File: src/verilog/sfesc_pkg.sv
package sfesc_pkg;
    // Command opcodes seen on the serial link.
    localparam logic [7:0] OP_WRITE_STATUS = 8'h01;
    localparam logic [7:0] OP_PAGE_PROGRAM = 8'h02;
    localparam logic [7:0] OP_READ_STATUS = 8'h05;
    localparam logic [7:0] OP_WRITE_ENABLE = 8'h06;
    localparam logic [7:0] OP_SECTOR_ERASE = 8'h20;
    localparam logic [7:0] OP_PROGRAM_ALT = 8'h42;
    localparam logic [7:0] OP_ERASE_ALT = 8'h44;
    localparam logic [7:0] OP_BLOCK32_ERASE = 8'h52;
    localparam logic [7:0] OP_CHIP_ERASE_B = 8'h60;
    localparam logic [7:0] OP_SUSPEND = 8'h75;
    localparam logic [7:0] OP_RESUME = 8'h7a;
    localparam logic [7:0] OP_CHIP_ERASE_A = 8'hc7;
    localparam logic [7:0] OP_BLOCK64_ERASE = 8'hd8;

    // Frame lengths in bits.
    localparam logic [11:0] BITS_OPCODE = 12'h008;
    localparam logic [11:0] BITS_ADDR_CMD = 12'h020;
    localparam logic [11:0] BITS_PROGRAM_MIN = 12'h028;
    localparam logic [11:0] BITS_STATUS_READ = 12'h010;

    // Address space and region sizes as address bit counts.
    localparam int ADDR_W = 24;
    localparam logic [4:0] SECTOR_BITS = 5'd12;
    localparam logic [4:0] BLOCK32_BITS = 5'd15;
    localparam logic [4:0] BLOCK64_BITS = 5'd16;
    localparam logic [4:0] PAGE_BITS = 5'd8;
    localparam logic [24:0] ARRAY_BYTES = 25'h1000000;
    localparam logic [4:0] PROT_UNIT_SHIFT = 5'd15;
    localparam logic [4:0] PROT_FULL_CODE = 5'd9;

    // Status byte layout.
    localparam int STAT_WIP = 0;
    localparam int STAT_WEL = 1;
    localparam int STAT_BP_LO = 2;
    localparam int STAT_SUS = 7;

    // Timing.
    localparam int CLK_PERIOD_NS = 50;
    localparam int NS_PER_US = 1000;
    localparam int LINK_PERIOD_NS = 400;
    localparam int SECTOR_ERASE_TIME_US = 1000;
    localparam int BLOCK_ERASE_TIME_US = 2000;
    localparam int CHIP_ERASE_TIME_US = 100000;
    localparam int PROGRAM_TIME_US = 100;
    localparam int RESUME_WIP_TIME_NS = 200;
    localparam logic [31:0] SECTOR_ERASE_CYCLES =
        32'(SECTOR_ERASE_TIME_US * NS_PER_US / CLK_PERIOD_NS);
    localparam logic [31:0] BLOCK_ERASE_CYCLES =
        32'(BLOCK_ERASE_TIME_US * NS_PER_US / CLK_PERIOD_NS);
    localparam logic [31:0] CHIP_ERASE_CYCLES =
        32'(CHIP_ERASE_TIME_US * NS_PER_US / CLK_PERIOD_NS);
    localparam logic [31:0] PROGRAM_CYCLES = 32'(PROGRAM_TIME_US * NS_PER_US / CLK_PERIOD_NS);
    localparam logic [7:0] RESUME_WIP_CYCLES = 8'(RESUME_WIP_TIME_NS / CLK_PERIOD_NS);
    localparam logic [7:0] LINK_HALF_CYCLES = 8'(LINK_PERIOD_NS / 2 / CLK_PERIOD_NS);

    typedef enum logic [2:0] {
        JOB_NONE, JOB_SECTOR, JOB_BLOCK32, JOB_BLOCK64, JOB_CHIP, JOB_PROGRAM
    } sfesc_job_t;

    typedef enum logic [2:0] {
        HST_IDLE, HST_SETUP, HST_HIGH, HST_LOW, HST_HOLD, HST_GAP
    } sfesc_hstate_t;
endpackage : sfesc_pkg

File: src/verilog/sfesc_link_if.sv
`timescale 1ns/10ps
// Serial link between host controller and flash; the host makes the clock.
interface sfesc_link_if;
    logic csB;
    logic sclk;
    logic mosi;
    logic miso;
    modport dev (input csB, input sclk, input mosi, output miso);
    modport host (output csB, output sclk, output mosi, input miso);
endinterface : sfesc_link_if

File: src/verilog/sfesc_flash_dev.sv
`timescale 1ns/10ps
// Overview of operation
// - 20h plus address erases containing 4KB sector.
// - 52h plus address erases containing 32KB block.
// - D8h plus address erases containing 64KB block.
// - Host sets write enable before any erase.
// - Host holds select low through whole command.
// - Sector/block erase runs only if select rises after 32 bits.
// - Valid select rise starts timed sector/block erase.
// - Busy flag high during erase; status readable.
// - Write enable latch cleared before erase ends.
// - Protected target region blocks the erase.
// - C7h or 60h erases chip, needs latch.
// - Chip erase needs select rise after eight bits.
// - Chip erase runs timed with busy flag high.
// - Chip erase end clears busy and latch.
// - Chip erase only with protect field zero.
// - 75h suspends running sector/block erase or page program.
// - Host sends no erase/status write while erase-suspended.
// - Suspend ignored during chip erase.
// - Host sends no program/status write while program-suspended.
// - 7Ah accepted only when suspended and idle.
// - Resume clears suspend, sets busy within 200ns.
module sfesc_flash_dev
    import sfesc_pkg::*;
#(
    parameter logic [31:0] SECTOR_CYCLES = sfesc_pkg::SECTOR_ERASE_CYCLES,
    parameter logic [31:0] BLOCK_CYCLES = sfesc_pkg::BLOCK_ERASE_CYCLES,
    parameter logic [31:0] CHIP_CYCLES = sfesc_pkg::CHIP_ERASE_CYCLES,
    parameter logic [31:0] PROG_CYCLES = sfesc_pkg::PROGRAM_CYCLES
) (
    // Clock and reset.
    input wire logic clk,
    input wire logic rst_b,
    // Serial link.
    sfesc_link_if.dev link,
    // Protection field from the non-volatile configuration.
    input wire logic [4:0] protectField,
    // Status and job reporting.
    output logic writeInProgressFlag,
    output logic writeEnableLatch,
    output logic suspendFlag,
    output logic jobDone,
    output sfesc_pkg::sfesc_job_t doneJob,
    output logic [23:0] doneBase,
    output logic cmdRejected
);
    import sfesc_pkg::*;

    typedef struct packed {
        logic [2:0] meta;
        logic [2:0] sync;
        logic sclkPrev;
        logic csPrev;
        logic [31:0] shiftIn;
        logic [11:0] bitCnt;
        logic [7:0] opcode;
        logic [23:0] addrLatch;
        logic [7:0] statusShift;
        logic miso;
        logic write_enable_latch;
        logic busy;
        logic suspend_flag;
        sfesc_job_t job;
        logic [23:0] target;
        logic [31:0] timer;
        logic doneP;
        sfesc_job_t doneJob;
        logic [23:0] doneBase;
        logic rejectP;
    } sfesc_dev_state_t;

    localparam int SYN_SCLK = 2;
    localparam int SYN_CS = 1;
    localparam int SYN_MOSI = 0;

    sfesc_dev_state_t q;
    sfesc_dev_state_t n;
    logic sclkRise;
    logic sclkFall;
    logic csRise;
    logic csLow;
    logic [7:0] statusNow;

    // Clears the low address bits so the base of the containing region results.
    function automatic logic [23:0] alignBase(input logic [23:0] addr, input logic [4:0] bits);
        logic [23:0] mask;
        mask = ~((24'h000001 << bits) - 24'h000001);
        return addr & mask;
    endfunction : alignBase

    // The protected span grows downward from the top of the array; an aligned
    // region whose base sits in the span is covered, since the span edge is
    // always aligned to at least 64KB; at protect code 1 the span is the top 64KB block, which is covered.
    function automatic logic isCovered(input logic [4:0] bp, input logic [23:0] base);
        logic [24:0] span;
        span = (bp >= PROT_FULL_CODE) ? ARRAY_BYTES
             : (25'h0000001 << (PROT_UNIT_SHIFT + bp));
        return (bp != 5'd0) && ({1'b0, base} >= (ARRAY_BYTES - span));
    endfunction : isCovered

    // Link pins are asynchronous, so edges are found only after two flops.
    assign sclkRise = q.sync[SYN_SCLK] & ~q.sclkPrev;
    assign sclkFall = ~q.sync[SYN_SCLK] & q.sclkPrev;
    assign csRise = q.sync[SYN_CS] & ~q.csPrev;
    assign csLow = ~q.sync[SYN_CS];

    // Status byte presented on a status read; live while a job runs.
    always_comb begin
        statusNow = 8'h00;
        statusNow[STAT_WIP] = q.busy;
        statusNow[STAT_WEL] = q.write_enable_latch;
        statusNow[STAT_BP_LO +: 5] = protectField;
        statusNow[STAT_SUS] = q.suspend_flag;
    end

    // Whole next-state of the device.
    always_comb begin
        logic go;
        sfesc_job_t goJob;
        logic [31:0] goTime;
        logic [23:0] goBase;
        logic canStart;
        go = 1'b0;
        goJob = JOB_NONE;
        goTime = 32'h00000000;
        goBase = 24'h000000;
        canStart = q.write_enable_latch && !q.busy && !q.suspend_flag;
        n = q;
        n.meta = {link.sclk, link.csB, link.mosi};
        n.sync = q.meta;
        n.sclkPrev = q.sync[SYN_SCLK];
        n.csPrev = q.sync[SYN_CS];
        n.doneP = 1'b0;
        n.rejectP = 1'b0;

        // Self-timed job; a suspended job keeps its remaining time.
        if (q.busy) begin
            if (q.timer == 32'h00000000) begin
                n.busy = 1'b0;
                n.doneP = 1'b1;
                n.doneJob = q.job;
                n.doneBase = q.target;
                n.job = JOB_NONE;
                if (q.job == JOB_CHIP) begin
                    n.write_enable_latch = 1'b0;
                end
            end else begin
                n.timer = q.timer - 32'h00000001;
            end
        end

        // Bits are taken on the rising link clock, MSB first.
        if (csLow && sclkRise) begin
            n.shiftIn = {q.shiftIn[30:0], q.sync[SYN_MOSI]};
            if (q.bitCnt != 12'hfff) begin
                n.bitCnt = q.bitCnt + 12'h001;
            end
            if (q.bitCnt == BITS_OPCODE - 12'h001) begin
                n.opcode = {q.shiftIn[6:0], q.sync[SYN_MOSI]};
                n.statusShift = statusNow;
            end
            if (q.bitCnt == BITS_ADDR_CMD - 12'h001) begin
                n.addrLatch = {q.shiftIn[22:0], q.sync[SYN_MOSI]};
            end
        end

        // Status goes out on the falling link clock and repeats each byte.
        if (csLow && sclkFall && q.opcode == OP_READ_STATUS && q.bitCnt >= BITS_OPCODE) begin
            n.miso = q.statusShift[7];
            n.statusShift = {q.statusShift[6:0], q.statusShift[7]};
            if (q.bitCnt[2:0] == 3'h0 && q.bitCnt != BITS_OPCODE) begin
                n.miso = statusNow[7];
                n.statusShift = {statusNow[6:0], statusNow[7]};
            end
        end

        // A command acts only when select rises on an exact bit count, or for page program on any whole byte from 40 bits.
        if (csRise) begin
            unique case (q.opcode)
                OP_WRITE_ENABLE: begin
                    if (q.bitCnt == BITS_OPCODE) begin
                        n.write_enable_latch = 1'b1;
                    end
                end
                OP_SECTOR_ERASE, OP_BLOCK32_ERASE, OP_BLOCK64_ERASE: begin
                    goJob = (q.opcode == OP_SECTOR_ERASE) ? JOB_SECTOR
                          : (q.opcode == OP_BLOCK32_ERASE) ? JOB_BLOCK32
                          : JOB_BLOCK64;
                    goBase = alignBase(q.addrLatch, (goJob == JOB_SECTOR) ? SECTOR_BITS
                           : (goJob == JOB_BLOCK32) ? BLOCK32_BITS : BLOCK64_BITS);
                    goTime = (goJob == JOB_SECTOR) ? SECTOR_CYCLES : BLOCK_CYCLES;
                    go = canStart && q.bitCnt == BITS_ADDR_CMD
                       && !isCovered(protectField, goBase);
                end
                OP_CHIP_ERASE_A, OP_CHIP_ERASE_B: begin
                    goJob = JOB_CHIP;
                    goTime = CHIP_CYCLES;
                    go = canStart && q.bitCnt == BITS_OPCODE
                       && protectField == 5'd0;
                end
                OP_PAGE_PROGRAM: begin
                    goJob = JOB_PROGRAM;
                    goBase = alignBase(q.addrLatch, PAGE_BITS);
                    goTime = PROG_CYCLES;
                    go = canStart && q.bitCnt >= BITS_PROGRAM_MIN && q.bitCnt[2:0] == 3'h0
                       && !isCovered(protectField, goBase);
                end
                OP_SUSPEND: begin
                    // A job on its last cycle finishes instead of suspending.
                    if (q.bitCnt == BITS_OPCODE && q.busy && q.timer != 32'h00000000
                        && q.job != JOB_CHIP && q.job != JOB_NONE) begin
                        n.busy = 1'b0;
                        n.suspend_flag = 1'b1;
                        n.timer = q.timer;
                    end
                end
                OP_RESUME: begin
                    if (q.bitCnt == BITS_OPCODE && q.suspend_flag && !q.busy) begin
                        n.suspend_flag = 1'b0;
                        n.busy = 1'b1;
                    end
                end
                default: begin
                end
            endcase
            if (go) begin
                n.busy = 1'b1;
                n.job = goJob;
                n.target = goBase;
                n.timer = goTime - 32'h00000001;
                if (goJob != JOB_CHIP) begin
                    n.write_enable_latch = 1'b0;
                end
            end else if (goJob != JOB_NONE) begin
                n.rejectP = 1'b1;
            end
        end

        // Deselect clears the frame so a broken command never carries over.
        if (q.sync[SYN_CS]) begin
            n.bitCnt = 12'h000;
            n.miso = 1'b0;
            if (!csRise) begin
                n.opcode = 8'h00;
            end
        end
    end

    // Single state register with synchronous reset.
    always_ff @(posedge clk) begin
        if (!rst_b) begin
            q <= '0;
            // Idle pin levels: link clock low, select high, data low, so no false edge follows.
            q.meta <= 3'h2;
            q.sync <= 3'h2;
            q.sclkPrev <= 1'b0;
            q.csPrev <= 1'b1;
            q.job <= JOB_NONE;
            q.doneJob <= JOB_NONE;
        end else begin
            q <= n;
        end
    end

    assign link.miso = q.miso;
    assign writeInProgressFlag = q.busy;
    assign writeEnableLatch = q.write_enable_latch;
    assign suspendFlag = q.suspend_flag;
    assign jobDone = q.doneP;
    assign doneJob = q.doneJob;
    assign doneBase = q.doneBase;
    assign cmdRejected = q.rejectP;
endmodule : sfesc_flash_dev

File: src/flat_wrapper.sv
// flat-port wrapper written by rule: the top's interface ports become plain ports
module sfesc_flash_dev_flat import sfesc_pkg::*;
#(
    parameter logic [31:0] SECTOR_CYCLES = sfesc_pkg::SECTOR_ERASE_CYCLES,
    parameter logic [31:0] BLOCK_CYCLES = sfesc_pkg::BLOCK_ERASE_CYCLES,
    parameter logic [31:0] CHIP_CYCLES = sfesc_pkg::CHIP_ERASE_CYCLES,
    parameter logic [31:0] PROG_CYCLES = sfesc_pkg::PROGRAM_CYCLES
)
  (clk, rst_b, protectField, writeInProgressFlag, writeEnableLatch, suspendFlag, jobDone, doneJob, doneBase, cmdRejected, link_csB, link_sclk, link_mosi, link_miso);
  sfesc_link_if link_i ();
  input wire logic clk;
  input wire logic rst_b;
  input wire logic [4:0] protectField;
  output logic writeInProgressFlag;
  output logic writeEnableLatch;
  output logic suspendFlag;
  output logic jobDone;
  output sfesc_pkg::sfesc_job_t doneJob;
  output logic [23:0] doneBase;
  output logic cmdRejected;
  input wire logic [$bits(link_i.csB)-1:0] link_csB;
  input wire logic [$bits(link_i.sclk)-1:0] link_sclk;
  input wire logic [$bits(link_i.mosi)-1:0] link_mosi;
  output wire logic [$bits(link_i.miso)-1:0] link_miso;
  assign link_i.csB = link_csB;
  assign link_i.sclk = link_sclk;
  assign link_i.mosi = link_mosi;
  assign link_miso = link_i.miso;
  sfesc_flash_dev #(.SECTOR_CYCLES(SECTOR_CYCLES), .BLOCK_CYCLES(BLOCK_CYCLES), .CHIP_CYCLES(CHIP_CYCLES), .PROG_CYCLES(PROG_CYCLES)) u_core (.clk(clk), .rst_b(rst_b), .link(link_i), .protectField(protectField), .writeInProgressFlag(writeInProgressFlag), .writeEnableLatch(writeEnableLatch), .suspendFlag(suspendFlag), .jobDone(jobDone), .doneJob(doneJob), .doneBase(doneBase), .cmdRejected(cmdRejected));
endmodule
File: config.mk
export PLATFORM = sky130hd
export DESIGN_NAME = sfesc_flash_dev_flat
export DESIGN_NICKNAME = d
export VERILOG_FILES = /design/src/verilog/sfesc_pkg.sv /design/src/verilog/sfesc_link_if.sv /design/src/verilog/sfesc_flash_dev.sv /design/src/flat_wrapper.sv
export SDC_FILE = /design/constraint.sdc
export NUM_CORES = 1
export LEC_CHECK = 0
export ABC_AREA = 1
export BUFFER_PORTS_ARGS = -buffer_cell sky130_fd_sc_hd__clkbuf_2
export CORE_UTILIZATION = 65
export CTS_CLUSTER_DIAMETER = 40
export DETAILED_ROUTE_END_ITERATION = 8
export PLACE_DENSITY = 0.83
export SYNTH_ARGS = -nofsm -noshare
export SYNTH_HDL_FRONTEND = slang
export SYNTH_SLANG_ARGS = --single-unit
File: constraint.sdc
create_clock -name clk -period 7.85 [get_ports clk]
set_input_delay 1.1775 -clock clk [delete_from_list [all_inputs] [get_ports clk]]
set_output_delay 1.1775 -clock clk [all_outputs]
set_load 0.05 [all_outputs]
Word-level counts from Yosys, hierarchy flattened:

Cells that the tools add are included.

* flip-flop bits (word level): 175
* word-level logic and storage cells: 156

* add/sub/neg operators: 6
* order comparisons: 5
* eq/ne operators: 24
* shift operators: 2
* multiplexer cells: 41
* bitwise operators: 11
* reductions and logical operators: 47

Operators with widths (number)
* 32-bit 2-to-1 mux: 4
* 32-bit one-hot mux with 3 select lines: 1
* 32-bit by 1-bit subtractor with 32-bit output, second input constant: 2
* 62-bit 2-to-1 mux: 1
* 60-bit 2-to-1 mux: 1
* 59-bit 2-to-1 mux: 1
* 24-bit by 25-bit >= comparator with 1-bit output: 2
* 24-bit one-hot mux with 2 select lines: 1
* 40-bit 2-to-1 mux: 1
* 8-bit by 7-bit == test with 1-bit output, second input constant: 4
* 32-bit zero test: 1
* 8-bit 2-to-1 mux: 4
* 32-bit nonzero test: 1
* 28-bit 2-to-1 mux: 1
* 25-bit 2-to-1 mux: 1
* 1-bit by 5-bit left shift with 25-bit output, first input constant: 1
* 25-bit subtractor, first input constant: 1
* 24-bit bitwise AND: 1
* 24-bit 2-to-1 mux: 1
* 24-bit inverter: 1
* 1-bit by 5-bit left shift with 24-bit output, first input constant: 1
* 24-bit by 1-bit subtractor with 24-bit output, second input constant: 1
* 1-bit logical AND: 22
* 9-bit 2-to-1 mux: 2
* 41 further kinds: 79

Longest topological paths before layout:

* depth in word-level cells: 18
* depth in mapped cells: 27

Worst setup path after synthesis:

OpenSTA, ideal clock, no wires.

* path type: input to register
* from: in protectField[0]
* to: reg u_core.q[56] (netlist bit)
* setup time: 115 ps
* arrival time: 3669 ps
* slack: 4066 ps
* stages on the path: 18
* buffers on the path: 1
* cell sequence: inv_1 > o311ai_0 > nand2_1 > xor2_1 > ha_1 > nand2_1 > or3_1 > o31ai_1 > inv_1 > nand2_1 > nand2_2 > nand2_4 > nand2_4 > nor2_4 > nand2_4 > buf_6 > a21oi_1 > nor2_1

* word-level cells in the longest chain between the ends: 12
* elaborated cells on any way between the ends: 21

Ends and longest elaborated chain
* start: declaration: RTL line flat_wrapper.sv:13 `input wire logic [4:0] protectField;`
* 4-bit by 5-bit adder with 5-bit output: RTL line sfesc_flash_dev.sv:98 `: (25'h0000001 << (PROT_UNIT_SHIFT + bp));`
* 1-bit by 5-bit left shift with 25-bit output: RTL line sfesc_flash_dev.sv:98
* 25-bit 2-to-1 mux: RTL line sfesc_flash_dev.sv:97 `span = (bp >= PROT_FULL_CODE) ? ARRAY_BYTES`
* 25-bit subtractor: RTL line sfesc_flash_dev.sv:99 `return (bp != 5'd0) && ({1'b0, base} >= (ARRAY_BYTES - span));`
* 24-bit by 25-bit >= comparator with 1-bit output: RTL line sfesc_flash_dev.sv:99
* 1-bit logical AND: RTL line sfesc_flash_dev.sv:99
* 1-bit zero test, on equally long branches: RTL line sfesc_flash_dev.sv:207, sfesc_flash_dev.sv:194
* 1-bit logical AND, on equally long branches: RTL line sfesc_flash_dev.sv:207, sfesc_flash_dev.sv:194
* 1-bit one-hot mux with 3 select lines *: RTL line sfesc_flash_dev.sv:180 `unique case (q.opcode)`
* 1-bit 2-to-1 mux *: RTL line sfesc_flash_dev.sv:179 `if (csRise) begin`
* 59-bit 2-to-1 mux: RTL line sfesc_flash_dev.sv:227 `if (go) begin`
* 62-bit 2-to-1 mux: RTL line sfesc_flash_dev.sv:179
* end signal: assignment: RTL line sfesc_flash_dev.sv:262 `q <= n;`
* end: declaration: RTL line sfesc_flash_dev.sv:77 `sfesc_dev_state_t q;`

Every way passes the cells marked *; elsewhere a longest branch is shown, timed or not. The select of a mux whose other input is x is not followed.
A chain may end at the register's enable or synchronous reset.

Final worst setup path:

* from: in protectField[1]
* to: reg u_core.q[83] (netlist bit)

* word-level cells in the longest chain between the ends: 11
* elaborated cells on any way between the ends: 19

Ends and longest elaborated chain (RTL line)
* 4-bit by 5-bit adder with 5-bit output: sfesc_flash_dev.sv:98
* 1-bit by 5-bit left shift with 25-bit output: sfesc_flash_dev.sv:98
* 25-bit 2-to-1 mux: sfesc_flash_dev.sv:97
* 25-bit subtractor: sfesc_flash_dev.sv:99
* 24-bit by 25-bit >= comparator with 1-bit output: sfesc_flash_dev.sv:99
* 1-bit logical AND: sfesc_flash_dev.sv:99
* 1-bit zero test, on equally long branches: sfesc_flash_dev.sv:207, sfesc_flash_dev.sv:194
* 1-bit logical AND, on equally long branches: sfesc_flash_dev.sv:207, sfesc_flash_dev.sv:194
* 1-bit one-hot mux with 3 select lines *: sfesc_flash_dev.sv:180
* 1-bit 2-to-1 mux *: sfesc_flash_dev.sv:179
* 2-bit AND reduction (no line) *

Marks and branches as above.

==> run_results.csv <==
group,metric,value,unit
sta,tns,0,ns
worst_setup_path,r2r_end,"u_core.q[83]",
logic_synthesis,synthFlopType,"dfxtp_1",
global_route,grt_overflow,0,
routing,avgRoutedWirePerCell,13.94,um
routing,routed_wl,21210,um
sta,max_freq,228.3,MHz
clock_tree,cts_tree,"built",
sta,worst_pin_slew,0.9820,ns
worst_setup_path,cp.arrival,4.73,ns
clock_tree,postCtsSetupBuffers,0,
floorplan,rows,43,
global_route,grt_pass1_wl,35400,um
sta,fin_skew,0.01363,ns
logic_synthesis,ys_types,49,
logic_synthesis,netlist_instances,1324,
global_route,antenna_found_initial,0,
sta,finalHoldViolCount,0,
sta,slew_headroom,34.29,%
global_route,grt_use_total,30.46,%
floorplan,start_util,66.49,%
clock_tree,cts_max_level,4,
logic_synthesis,ys.warnings.count,0,
cells_and_area,area.growth.synth_to_final,7.972,%
clock_tree,worst_setup_hold_path_clk_slew,0.07,ns
global_route,grt_max_degree,77,
sta,hold_slack,0.4147,ns
clock_tree,cts-resized-gates,0,
worst_setup_path,timing.rr.start,"u_core.q[125]",
logic_synthesis,yosysMostFrequentCell,"nor2_1",
logic_synthesis,ys_ff_latch,169,
floorplan,die_w,121.2,um
routing,drt_iter0_drc,682,
floorplan,design.die.area,14680,um2
sta,grt_setup_unrepaired,"no",
floorplan,io_pins,43,
logic_synthesis,synth_edf_count,0,
worst_setup_path,cp-endpoint,"u_core.q[83]",
floorplan,die_y,121.2,um
cells_and_area,post-route-util,71.79,%
power,power,1.998,mW
clock_tree,clock_sinks,169,
logic_synthesis,synth_top_area_cell,"dfxtp_1",
worst_setup_path,r2r_cells,19,
logic_synthesis,synth-seq-area-share,36.66,%
logic_synthesis,synth.area.top_cells,"dfxtp_1, nor2_1, nand2_1",
cells_and_area,drive_gt1_share,8.874,%
placed_design,io_buffers,42,
sta,setup_viol,0,
placed_design,place_congestion,0.9795,
worst_setup_path,path_cells,"clkbuf_2 -> nor2_2 -> nand2_1 -> nor2_2 -> inv_1 -> nor2_2 -> inv_1 -> o21ai_0 -> o21ai_0 -> ha_1 -> nand2_1 -> nor2_1 -> nand4_1 -> o31ai_1 -> inv_1 -> nand2_1 -> nand2_2 -> nand2_4 -> nand2_4 -> nand2_4 -> nand2_2 -> inv_2 -> nand2_1 -> o21ai_0",
worst_setup_path,cp-startpoint,"protectField[1]",
logic_synthesis,netlist_top_cells_count,"nor2_1, nand2_1, inv_1",
clock_tree,cts_buffers,17,
routing,via_per_inst,5.570,
clock_tree,clockBufferDepth,2,
worst_setup_path,critPathLaunchType,"input port",
logic_synthesis,yosysTopAreaCellShare,36.66,%
power,ir_drop,0.0001879,V
cells_and_area,diodes,0,
power,p_leak,4.448,nW
logic_synthesis,synth_area_per_cell,6.970,um2
cells_and_area,fill_cells,1123,
outcome,run_status,"finished clean",
worst_setup_path,path_common_cell,"nand2_1",
placed_design,placed_area,9323,um2
job,maxCapViolCount,0,
worst_setup_path,regToRegSetupSlack,3.95,ns
routing,first_pass_iters,7,
logic_synthesis,async_reset_ff_share,0,%
hold_path,hold_path.class,"flop to flop",
sta,fin_crit,4.380,ns
routing,drc_errors,0,
placed_design,dp.final_hpwl,15210,um
worst_setup_path,cp-end-kind,"flop",
cells_and_area,final_nets,1381,
worst_setup_path,crit_slowest_cell,"ha_1",
global_route,grt_pass1_vias,7593,
clock_tree,clk_root_buffer_cell,"clkbuf_16",
worst_setup_path,required,8.20,ns
routing,via_count,8472,
clock_tree,cts_hold_buf,0,
sta,fin_crit_sh,55.80,%
floorplan,core-area,13880,um2
worst_setup_path,slowest_delay,0.38,ns
worst_setup_path,worstSetupPathType,"input port to flop",
logic_synthesis,syn_area,9229,um2
worst_setup_path,critPathMaxFanout,26,
clock_tree,clk_latency,0.44,ns
routing,antenna_left,0,
sta,timing_max_transition_violations_final,0,
cells_and_area,fin_area,9965,um2
power,power.density,200.5,nW/um2
final cells by class:
cell class              instances  area (um2)  share of cell area (%)
flip-flops and latches        169        3383                   33.95
well taps                     180       225.2                   2.260
multi-input cells             911        4787                   48.04
clock buffers                  18       439.2                   4.407
repair buffers                 46       240.2                   2.411
clock inverters                14       202.7                   2.034
inverters                     183       686.9                   6.894
per-layer routing:
metal | GRT usage [%] | vias up | routed length, um
li1 | - | 4312 | -
met1 | 40.13 | 3838 | 9682
met2 | 49.57 | 290 | 9480
met3 | 6.297 | 32 | 1646
met4 | 10.03 | 0 | 396
met5 | 0 | - | 0
worst min-delay path by stage:
| stage | to | from | slack (ns) | depth (start not counted) |
|---|---|---|---|---|
| final | u_core.q[178] | u_core.n[178] | 0.41 | 2 |
| after global routing | u_core.n[177] | u_core.n[180] | 0.43 | 2 |
| after CTS | u_core.q[178] | u_core.n[178] | 0.42 | 2 |
| after detailed placement | u_core.q[178] | u_core.n[178] | 0.40 | 2 |
| after global placement | u_core.q[178] | u_core.n[178] | 0.39 | 2 |
| after floorplan | u_core.n[177] | u_core.n[180] | 0.39 | 2 |
cell families after synthesis:
family,share of synthesized area (%)
flip-flops,36.66
AND/OR/NAND/NOR,27.17
AO/OA/AOI/OAI,16.35
XOR/XNOR,1.329
buffers and inverters,12.58
other,0.08138
adder cells (fa/ha/maj),5.830
sequential cells by signal (all words and copies together) (netlist names):
name	flops
u_core.q	131
u_core.doneBase	24
u_core.n	5
u_core.doneJob	3
u_core.cmdRejected	1
u_core.jobDone	1
u_core.link.miso	1
u_core.suspendFlag	1
u_core.writeEnableLatch	1
u_core.writeInProgressFlag	1
metrics by stage:
step,setup WS (ns),cells
6_report,3.470,1521
5_1_grt,3.021,1521
4_1_cts,3.476,1521
3_5_place_dp,3.071,1489
3_3_place_gp,3.199,1489
2_1_floorplan,4.066,1346
cell usage in the layout, fill, tap and decap left out, types with 5 or more instances in the layout:
| master | count |
|---|---|
| conb_1 | 24 |
| clkbuf_16 | 17 |
| inv_1 | 176 |
| nor4_1 | 13 |
| nor2_2 | 5 |
| nor3_1 | 27 |
| inv_2 | 6 |
| a21oi_1 | 88 |
| a31oi_1 | 5 |
| o21ai_0 | 96 |
| a21o_1 | 5 |
| o21ai_1 | 10 |
| o22ai_1 | 6 |
| clkbuf_2 | 42 |
| nand4_1 | 32 |
| dfxtp_1 | 169 |
| nor2_1 | 206 |
| nand2_1 | 196 |
| nand3_1 | 55 |
| xor2_1 | 10 |
| a211oi_1 | 36 |
| a21oi_2 | 5 |
| ha_1 | 43 |
worst max-delay path: cells and delay by family:
kind | cells | cell delay (ns)
fa+ha+maj | 1 | 0.38
compound gates | 4 | 0.50
simple gates | 14 | 1.97
buf+inv | 5 | 0.68
where the power goes:
group	switching, mW	leakage, nW	internal, mW
Sequential	0.0127	1.36	0.873
Clock	0.384	0.313	0.525
Combinational	0.142	2.77	0.0608
Total	0.539	4.45	1.46
No activity file was read; power rests on OpenSTA's default activity.
